File: src/shared/timer_pkg.sv
// Register map, field layouts, reset values and divider counts of the timer.
package timer_pkg;

  localparam int          ADDR_W            = 8;
  localparam int          DATA_W            = 8;

  localparam logic [7:0]  CONTROL_OFFSET    = 8'h91;
  localparam logic [7:0]  RELOAD_LOW_OFFSET = 8'h92;
  localparam logic [7:0]  RELOAD_HIGH_OFFSET = 8'h93;
  localparam logic [7:0]  COUNT_LOW_OFFSET  = 8'h94;
  localparam logic [7:0]  COUNT_HIGH_OFFSET = 8'h95;
  localparam logic [7:0]  CLOCK_CTRL_OFFSET = 8'h96;
  localparam logic [7:0]  IRQ_ENABLE_OFFSET = 8'h97;

  localparam logic [7:0]  BYTE_RESET        = 8'h00;
  localparam logic [7:0]  BYTE_ALL_ONES     = 8'hff;
  localparam logic [7:0]  CONTROL_WMASK     = 8'hed;
  localparam logic [7:0]  CLOCK_CTRL_WMASK  = 8'h07;
  localparam logic [7:0]  IRQ_ENABLE_WMASK  = 8'h80;

  localparam int          SYS_DIVIDE        = 12;
  localparam int          EXT_DIVIDE        = 8;

  // Control register layout, bit 7 down to bit 0.
  typedef struct packed {
    logic high_overflow_flag;
    logic low_overflow_flag;
    logic low_byte_irq_enable;
    logic unused4;
    logic split_mode_select;
    logic run_control;
    logic unused1;
    logic external_source_select;
  } control_type;

  // Clock control register layout, bit 7 down to bit 0.
  typedef struct packed {
    logic [4:0] unused;
    logic       capture_enable;
    logic       high_byte_clock_select;
    logic       low_byte_clock_select;
  } clock_ctrl_type;

  // Register port request bundle.
  typedef struct packed {
    logic [ADDR_W-1:0] addr;
    logic [DATA_W-1:0] wdata;
    logic              wr;
    logic              rd;
  } bus_req_type;

endpackage

File: src/auto_reload_timer_split.sv
// Sixteen-bit auto-reload timer that can split into two 8-bit timers.
//
// How it works
// [RQ1] Count held as low and high bytes.
// [RQ2] Split bit clear gives 16-bit auto-reload.
// [RQ3] Tick: clock, clock/12, or synced external/8.
// [RQ4] 16-bit wrap reloads and sets high flag.
// [RQ5] 16-bit overflow interrupts while timer enabled.
// [RQ6] Low byte wrap interrupts when also enabled.
// [RQ7] Split set, capture clear: two 8-bit timers.
// [RQ8] Each byte reloads from own reload register.
// [RQ9] Split: run bit gates high byte only.
// [RQ10] Per-byte select picks clock or shared slow tick.
// [RQ11] Split: each byte wrap sets its flag.
// [RQ12] Split: interrupt on high, or either if enabled.
// [RQ13] Flags cleared only by software writes.
// [RQ14] Handler reads both flags to find source.
// [RQ15] Low wrap sets low flag in any mode.
// [RQ16] Counting needs run bit; split gates high.
// [RQ17] One level interrupt request to the core.
// [RQ18] Reload on wrap tick; stopped counter holds.
//
// The register offsets and the plain strobed port were decided locally.
module auto_reload_timer_split
  import timer_pkg::*;
#(
  parameter int SYS_DIV = SYS_DIVIDE,
  parameter int EXT_DIV = EXT_DIVIDE
)
(
  input  wire logic              clk,
  input  wire logic              nrst,
  input  wire logic [ADDR_W-1:0] addr,
  input  wire logic [DATA_W-1:0] wdata,
  input  wire logic              wr,
  input  wire logic              rd,
  input  wire logic              ext_clk,
  output logic      [DATA_W-1:0] rdata,
  output logic                   irq
);

  bus_req_type    req;
  control_type    control_reg;
  control_type    control_next;
  clock_ctrl_type clock_ctrl_reg;
  logic [7:0]     irq_enable_reg;
  logic [7:0]     reload_low_reg;
  logic [7:0]     reload_high_reg;
  logic [7:0]     count_low_reg;
  logic [7:0]     count_low_next;
  logic [7:0]     count_high_reg;
  logic [7:0]     count_high_next;
  logic [7:0]     rdata_reg;
  logic [7:0]     rdata_next;
  logic           irq_reg;
  logic           irq_next;

  logic           tick_sys_div;
  logic           tick_ext_div;
  logic           slow_tick;
  logic [1:0]     byte_select;
  logic [1:0]     byte_tick;

  logic           wr_control;
  logic           wr_reload_low;
  logic           wr_reload_high;
  logic           wr_count_low;
  logic           wr_count_high;
  logic           wr_clock_ctrl;
  logic           wr_irq_enable;

  logic           split;
  logic           timer_irq_enable;
  logic           tick16;
  logic           low_step;
  logic           high_step;
  logic           low_wrap;
  logic           high_wrap;
  logic           low_reload;
  logic           set_high_flag;
  logic           set_low_flag;
  logic [7:0]     wdata_control;

  assign req = '{addr: addr, wdata: wdata, wr: wr, rd: rd};

  tick_source #(
    .SYS_DIV (SYS_DIV),
    .EXT_DIV (EXT_DIV)
  ) u_tick_source (
    .clk          (clk),
    .nrst         (nrst),
    .ext_clk      (ext_clk),
    .tick_sys_div (tick_sys_div),
    .tick_ext_div (tick_ext_div)
  );

  // Address decode.
  assign wr_control     = req.wr & (req.addr == CONTROL_OFFSET);
  assign wr_reload_low  = req.wr & (req.addr == RELOAD_LOW_OFFSET);
  assign wr_reload_high = req.wr & (req.addr == RELOAD_HIGH_OFFSET);
  assign wr_count_low   = req.wr & (req.addr == COUNT_LOW_OFFSET); // [RQ1]
  assign wr_count_high  = req.wr & (req.addr == COUNT_HIGH_OFFSET); // [RQ1]
  assign wr_clock_ctrl  = req.wr & (req.addr == CLOCK_CTRL_OFFSET);
  assign wr_irq_enable  = req.wr & (req.addr == IRQ_ENABLE_OFFSET);

  // The external select is shared; each byte may still bypass it with
  // its own select bit and run straight off the system clock.
  assign slow_tick = control_reg.external_source_select
                   ? tick_ext_div : tick_sys_div; // [RQ3]
  assign byte_select = {clock_ctrl_reg.high_byte_clock_select,
                        clock_ctrl_reg.low_byte_clock_select};

  genvar i;
  generate
    for (i = 0; i < 2; i++)
    begin : g_byte_tick
      assign byte_tick[i] = byte_select[i] ? 1'b1 : slow_tick; // [RQ10]
    end
  endgenerate

  assign split            = control_reg.split_mode_select;
  assign timer_irq_enable = irq_enable_reg[7];

  // In 16-bit mode the whole count follows the low byte's clock choice.
  assign tick16 = ~split & byte_tick[0] & control_reg.run_control; // [RQ2]

  // Split mode with capture enabled is not a counting mode here, so
  // both bytes hold rather than run in an undefined way.
  assign low_step  = split
                   ? (byte_tick[0] & ~clock_ctrl_reg.capture_enable) // [RQ9]
                   : tick16; // [RQ16]
  assign high_step = split
                   ? (byte_tick[1] & control_reg.run_control
                      & ~clock_ctrl_reg.capture_enable) // [RQ7]
                   : (tick16 & (count_low_reg == BYTE_ALL_ONES)); // [RQ2]

  assign low_wrap  = low_step & (count_low_reg == BYTE_ALL_ONES);
  assign high_wrap = high_step & (count_high_reg == BYTE_ALL_ONES);

  // In 16-bit mode the low byte reloads only on the full-count wrap;
  // otherwise it carries into the high byte and rolls to zero.
  assign low_reload = low_wrap & (split | high_wrap); // [RQ4] [RQ8]

  assign set_high_flag = high_wrap; // [RQ4] [RQ11]
  assign set_low_flag  = low_wrap; // [RQ11] [RQ15]

  always_comb
  begin
    count_low_next = count_low_reg;
    if (wr_count_low)
    begin
      count_low_next = req.wdata;
    end
    else if (low_step)
    begin
      count_low_next = low_reload ? reload_low_reg
                                  : count_low_reg + 8'h01; // [RQ18]
    end
  end

  always_comb
  begin
    count_high_next = count_high_reg;
    if (wr_count_high)
    begin
      count_high_next = req.wdata;
    end
    else if (high_step)
    begin
      count_high_next = high_wrap ? reload_high_reg
                                  : count_high_reg + 8'h01; // [RQ8] [RQ18]
    end
  end

  // A hardware set in the same cycle as a software clear wins, so no
  // overflow is lost; only a write may ever clear a flag.
  assign wdata_control = wr_control
                       ? ((req.wdata & CONTROL_WMASK)
                          | (control_reg & ~CONTROL_WMASK))
                       : control_reg;

  always_comb
  begin
    control_next = wdata_control;
    control_next.high_overflow_flag = wdata_control[7]
                                    | set_high_flag; // [RQ13]
    control_next.low_overflow_flag  = wdata_control[6]
                                    | set_low_flag; // [RQ13]
  end

  // Both flags stay readable so the handler can tell the source apart.
  assign irq_next = timer_irq_enable
                  & (control_reg.high_overflow_flag // [RQ5] [RQ12]
                     | (control_reg.low_overflow_flag
                        & control_reg.low_byte_irq_enable)); // [RQ6] [RQ17]

  always_comb
  begin
    rdata_next = BYTE_RESET;
    case (req.addr)
      CONTROL_OFFSET:     rdata_next = control_reg; // [RQ14]
      RELOAD_LOW_OFFSET:  rdata_next = reload_low_reg;
      RELOAD_HIGH_OFFSET: rdata_next = reload_high_reg;
      COUNT_LOW_OFFSET:   rdata_next = count_low_reg; // [RQ1]
      COUNT_HIGH_OFFSET:  rdata_next = count_high_reg; // [RQ1]
      CLOCK_CTRL_OFFSET:  rdata_next = clock_ctrl_reg;
      IRQ_ENABLE_OFFSET:  rdata_next = irq_enable_reg;
      default:            rdata_next = BYTE_RESET;
    endcase
  end

  always_ff @(posedge clk or negedge nrst)
  begin
    if (!nrst)
    begin
      control_reg    <= control_type'(BYTE_RESET);
      count_low_reg  <= BYTE_RESET;
      count_high_reg <= BYTE_RESET;
      irq_reg        <= 1'b0;
    end
    else
    begin
      control_reg    <= control_next;
      count_low_reg  <= count_low_next;
      count_high_reg <= count_high_next;
      irq_reg        <= irq_next; // [RQ17]
    end
  end

  always_ff @(posedge clk or negedge nrst)
  begin
    if (!nrst)
    begin
      reload_low_reg  <= BYTE_RESET;
      reload_high_reg <= BYTE_RESET;
      clock_ctrl_reg  <= clock_ctrl_type'(BYTE_RESET);
      irq_enable_reg  <= BYTE_RESET;
    end
    else
    begin
      if (wr_reload_low)
      begin
        reload_low_reg <= req.wdata;
      end
      if (wr_reload_high)
      begin
        reload_high_reg <= req.wdata;
      end
      if (wr_clock_ctrl)
      begin
        clock_ctrl_reg <= clock_ctrl_type'(req.wdata & CLOCK_CTRL_WMASK);
      end
      if (wr_irq_enable)
      begin
        irq_enable_reg <= req.wdata & IRQ_ENABLE_WMASK;
      end
    end
  end

  // Read data is valid only in the cycle after the read strobe.
  always_ff @(posedge clk or negedge nrst)
  begin
    if (!nrst)
    begin
      rdata_reg <= BYTE_RESET;
    end
    else
    begin
      rdata_reg <= req.rd ? rdata_next : BYTE_RESET;
    end
  end

  assign rdata = rdata_reg;
  assign irq   = irq_reg;

endmodule // auto_reload_timer_split

File: src/tick_source.sv
// Slow tick generation: system clock divided down and external source
// synchronised and divided down.
module tick_source
  import timer_pkg::*;
#(
  parameter int SYS_DIV = SYS_DIVIDE,
  parameter int EXT_DIV = EXT_DIVIDE
)
(
  input  wire logic clk,
  input  wire logic nrst,
  input  wire logic ext_clk,
  output logic      tick_sys_div,
  output logic      tick_ext_div
);

  localparam int SW = $clog2(SYS_DIV);
  localparam int EW = $clog2(EXT_DIV);
  localparam logic [SW-1:0] SYS_LAST = SW'(SYS_DIV - 1);
  localparam logic [EW-1:0] EXT_LAST = EW'(EXT_DIV - 1);

  logic [SW-1:0] sys_cnt_reg;
  logic [EW-1:0] ext_cnt_reg;
  logic          ext_meta_reg;
  logic          ext_sync_reg;
  logic          ext_prev_reg;
  logic          sys_wrap;
  logic          ext_rise;
  logic          ext_wrap;

  assign sys_wrap = (sys_cnt_reg == SYS_LAST);
  // Only the second and third stages are looked at; the first may be
  // metastable.
  assign ext_rise = ext_sync_reg & ~ext_prev_reg;
  assign ext_wrap = ext_rise & (ext_cnt_reg == EXT_LAST);

  always_ff @(posedge clk or negedge nrst)
  begin
    if (!nrst)
    begin
      sys_cnt_reg  <= '0;
      ext_cnt_reg  <= '0;
      ext_meta_reg <= 1'b0;
      ext_sync_reg <= 1'b0;
      ext_prev_reg <= 1'b0;
      tick_sys_div <= 1'b0;
      tick_ext_div <= 1'b0;
    end
    else
    begin
      ext_meta_reg <= ext_clk; // [RQ3]
      ext_sync_reg <= ext_meta_reg; // [RQ3]
      ext_prev_reg <= ext_sync_reg;
      sys_cnt_reg  <= sys_wrap ? '0 : sys_cnt_reg + 1'b1;
      if (ext_rise)
      begin
        ext_cnt_reg <= ext_wrap ? '0 : ext_cnt_reg + 1'b1;
      end
      tick_sys_div <= sys_wrap; // [RQ3]
      tick_ext_div <= ext_wrap; // [RQ3]
    end
  end

endmodule // tick_source

File: config.mk
export PLATFORM = sky130hd
export DESIGN_NAME = auto_reload_timer_split
export DESIGN_NICKNAME = d
export VERILOG_FILES = /design/src/shared/timer_pkg.sv /design/src/auto_reload_timer_split.sv /design/src/tick_source.sv
export SDC_FILE = /design/constraint.sdc
export NUM_CORES = 1
export LEC_CHECK = 0
export BUFFER_PORTS_ARGS = -buffer_cell sky130_fd_sc_hd__buf_2
export CAP_MARGIN = 20
export CORE_MARGIN = 3
export CORE_UTILIZATION = 50
export DETAILED_ROUTE_END_ITERATION = 8
export PLACE_DENSITY_LB_ADDON = 0.12
export SLEW_MARGIN = 0
export SYNTH_ARGS = -nofsm -noshare
export SYNTH_HDL_FRONTEND = slang
export SYNTH_SLANG_ARGS = --single-unit
File: constraint.sdc
create_clock -name clk -period 2.5 [get_ports clk]
set_input_delay 0.125 -clock clk [delete_from_list [all_inputs] [get_ports clk]]
set_output_delay 0.125 -clock clk [all_outputs]
set_load 0.03 [all_outputs]
==> flow_results.org <==
** Clocking
- Gates resized during post-CTS repair numbered 0.
- Number of clock buffers inserted by TritonCTS :: 9
- Number of sinks handled by clock tree synthesis :: between 60 and 70
- The number of setup buffers added after CTS is 0.
- After clock tree synthesis, the clock-pin slew on the worst setup and hold paths is 0.07 ns.
- Number of H-tree levels :: 3
- Root buffer cell :: sky130_fd_sc_hd__clkbuf_8
- Maximum clock path buffer count :: 2
- Later-pin clock latency in the skew report :: around 0.34 ns
- TritonCTS built the clock tree.

** Power and ir drop
- Across the VDD grid, the largest voltage drop is 0.367 mV.
- Power density relative to cell area :: 662 nW/um^2
- P_leak :: 1.72 nW
- Reg power frac :: 0.486
- The internal portion of the total power is 1.74 mW.
- P_sw :: 0.758 mW
- Of the total power, the clock network draws 0.354.
- Of the total power, combinational logic draws 0.159.
- Sw Ratio :: 0.304

** GRT
- In the global route stage, overall resource usage came out at 0.239.
- The number of global-route vias before repair came to 2467.
- For this run, global-route usage on met1 was measured as 0.363.
- Entering global routing, the biggest net connects 32 pins.
- First-pass GRT wire length :: approximately 14000 microns
- Top Usage Layer GRT :: met1
- For this run, global-route usage on met2 was measured as 0.324.
- Antenna violations before repair :: 0
- The total overflow left after global routing is 0.
- For this run, global-route usage on met3 was measured as 0.0611.

** Cells and area
- Ant. Diodes :: 0
- Most used cells in the layout excluding fill and tap cells :: sky130_fd_sc_hd__dfrtp_1, sky130_fd_sc_hd__nor2_1, sky130_fd_sc_hd__nand2_1
- The layout has 562 filler cells.
- Syn-to-layout area delta :: 12.8%
- Final Core Density :: 0.587
- Area of the multi-input gates :: 1680 sq um
- Most common cell after layout, fill and taps aside :: sky130_fd_sc_hd__dfrtp_1
- Number of nets at the end of the flow :: 377
- Of the cells placed in the final design, the portion with a size suffix greater than 1 is 0.247.
- Area of all sequential standard cells :: 1580 sq um

** Synth
- Yosys Warn Count :: 0
- Number of enable flip-flop cells after synthesis :: 0
- Sorting the synthesized cells by area gives the leading types as sky130_fd_sc_hd__dfrtp_1, sky130_fd_sc_hd__mux2_2, sky130_fd_sc_hd__mux2i_1.
- Counting distinct cell types in the post-synthesis netlist gives 59.
- Cell type with the largest total area after synthesis :: sky130_fd_sc_hd__dfrtp_1
- Share of the synthesized area in the top cell type :: 0.472
- Prevailing post-synth register cell :: sky130_fd_sc_hd__dfrtp_1
- Post-synthesis instance total :: 317
- After synthesis, the share of flip-flops with an asynchronous set or reset is 1.00.
- Net count after synthesis :: 343
- Dividing the synthesized area by the synthesized cell count gives 10.5 sq um.
- In this run, synthesis produced a sequential element count of 63.
- Cell area after synthesis :: around 3300 sq um
- Of the synthesized area, sequential elements account for 0.472.

** STA
- Subtracting the final worst setup slack from the clock period gives 2.02 ns.
- Max-slew headroom :: 0.356
- Final slew viol count :: 0
- Worst-case clock skew :: between 0.01 and 0.015 ns
- The number of hold violations in the final report came to 0.
- Unrepaired setup endpoints after global routing :: false
- Max frequency :: 495 MHz
- Setup violations remaining at the end of the flow were counted as 0.
- Final cycle utilization of the critical path :: 0.808
- Adding up every negative setup slack in the final design gives 0 ns.
- For the pin with the worst max-slew slack, the measured transition is 0.951 ns.

** Drt
- Final routed DRC violation total :: 0
- Iter 0 DRT Violations :: 274
- Number of nets with antenna violations after detailed routing :: 0
- The final route contains roughly 2.7k vias.
- Detailed-routing iteration count for the pre-antenna-repair pass :: 6
- In the final routed layout, each cell accounts on average for 19.6 microns.
- Via density per instance :: around 6.2
- Summed over all layers, the routed wires come to 8480 microns.

** Floorplan
- The floorplan has 29 rows.
- The floorplan step set the die height to 87.7 microns.
- The floorplan step defined a die boundary enclosing 7700 sq um.
- Initial core utilization :: 0.520
- Top-level port count :: 30
- The floorplan step defined a core boundary enclosing 6420 sq um.
- Chip width :: 87.7 microns

** Worst setup path
- The worst setup path is launched from a register.
- Biggest fanout along the worst timing path :: 9
- Critical Path Sink Type :: register
- Type of the worst setup path :: reg2reg
- STA puts the critical path data arrival time at 2.24 ns.
- Req. time, crit path :: 2.72 ns

** Placed design
- Detailed placement HPWL :: 6170 microns
- Number of buffers inserted by port buffering :: 29
- At the end of routability-driven placement, the weighted congestion stood at 0.951.

** Outcome
- The flow ran to the end, and the final reports show no timing, DRC or antenna violations.

** Worst hold path
- In this run the worst hold path is classified as in2reg.

** Job
- Across the run, the number of max-cap violations was 0.
[cell usage after synthesis, types with 3 or more instances]
library cell                n
sky130_fd_sc_hd__inv_1      3
sky130_fd_sc_hd__clkbuf_1   5
sky130_fd_sc_hd__o21ai_0   14
sky130_fd_sc_hd__nor2b_1    8
sky130_fd_sc_hd__a221oi_1   6
sky130_fd_sc_hd__o31ai_1    3
sky130_fd_sc_hd__nand2_1   30
sky130_fd_sc_hd__nor3_1     5
sky130_fd_sc_hd__dfrtp_1   63
sky130_fd_sc_hd__nand4_1    3
sky130_fd_sc_hd__ha_1       5
sky130_fd_sc_hd__nor2_1    32
sky130_fd_sc_hd__mux2i_1   15
sky130_fd_sc_hd__a21oi_1    8
sky130_fd_sc_hd__a22o_1     3
sky130_fd_sc_hd__buf_2      4
sky130_fd_sc_hd__mux2_2    27
sky130_fd_sc_hd__nand3_1   11
sky130_fd_sc_hd__a31oi_1    3
sky130_fd_sc_hd__a211oi_1   4
sky130_fd_sc_hd__a22oi_1    6
sky130_fd_sc_hd__nand2b_1   8
sky130_fd_sc_hd__and3_1     3
[worst max-delay path, stage by stage, from the launching register on]
cell and delay [ns]:
sky130_fd_sc_hd__dfrtp_1 0.45, sky130_fd_sc_hd__ha_1 0.26, sky130_fd_sc_hd__and2_1 0.20, sky130_fd_sc_hd__a41o_1 0.29, sky130_fd_sc_hd__and2_4 0.23, sky130_fd_sc_hd__a2111oi_4 0.35
sky130_fd_sc_hd__o31ai_1 0.12
[power groups by stage]
stage	sequential, mW	clock (mW)	combinational, mW
2_1_floorplan	1.19	0	0.286
3_3_place_gp	1.23	0	0.383
3_5_place_dp	1.23	0	0.393
4_1_cts	1.21	0.901	0.397
5_1_grt	1.23	0.958	0.451
6_report	1.21	0.883	0.397
[metal layers]
metal | wire [microns] | share of wire | vias up
li1 | - | - | 1249
met1 | 4060 | 0.48 | 1282
met2 | 3590 | 0.42 | 135
met3 | 658 | 0.078 | 15
met4 | 177 | 0.021 | 0
met5 | 0 | 0 | -
[metrics by stage]
step | hold WS, ns | instances | area, sq um | setup WS [ns] | power (mW)
6_report | 0.0477 | 433 | 3770 | 0.479 | 2.49
5_1_grt | 0.0793 | 433 | 3770 | 0.386 | 2.64
4_1_cts | 0.0407 | 433 | 3770 | 0.487 | 2.51
3_5_place_dp | 0.204 | 415 | 3550 | 0.517 | 1.62
3_3_place_gp | 0.194 | 415 | 3550 | 0.536 | 1.61
2_1_floorplan | -0.171 | 317 | 3340 | 0.621 | 1.48
[cell families (layout without fill, tap and decap cells)]
group	Yosys count	count (layout)	synth area share
buf+inv	17	56	0.0262
mux	42	42	0.136
fa+ha+maj	5	5	0.0187
xor+xnor	2	2	0.00525
compound gates	74	74	0.171
simple gates	114	114	0.171
flops	63	63	0.472
[path summary, 6_finish.rpt]
check / start / end / slack, ns / cells past startpoint
hold reg to reg: u_tick_source.ext_meta_reg / u_tick_source.ext_sync_reg / 0.36 / 0
setup / recovery: count_high_reg[0] / count_low_reg[6] / 0.48 / 6
setup reg to reg: count_high_reg[0] / count_low_reg[6] / 0.48 / 6
hold / removal: wdata[4] / count_low_reg[4] / 0.05 / 3
min in group asynchronous: nrst / u_tick_source.ext_cnt_reg[2] / 0.35 / 2
max in group asynchronous: nrst / rdata[3] / 1.44 / 3
[final cells by class]
type                    instances  area share
clock buffers                   9      0.0329
clock inverters                 7      0.0196
inverters                       3     0.00299
multi-input cells             237       0.445
flip-flops and latches         63       0.418
well taps                      77      0.0256
repair buffers                 37      0.0558
[what timing repair did]
action,4_1_cts,5_1_grt
setup endpoints to repair,0,0
hold endpoints to repair,30,0
hold buffers,2,0
Power figures use the tool's default switching activity.
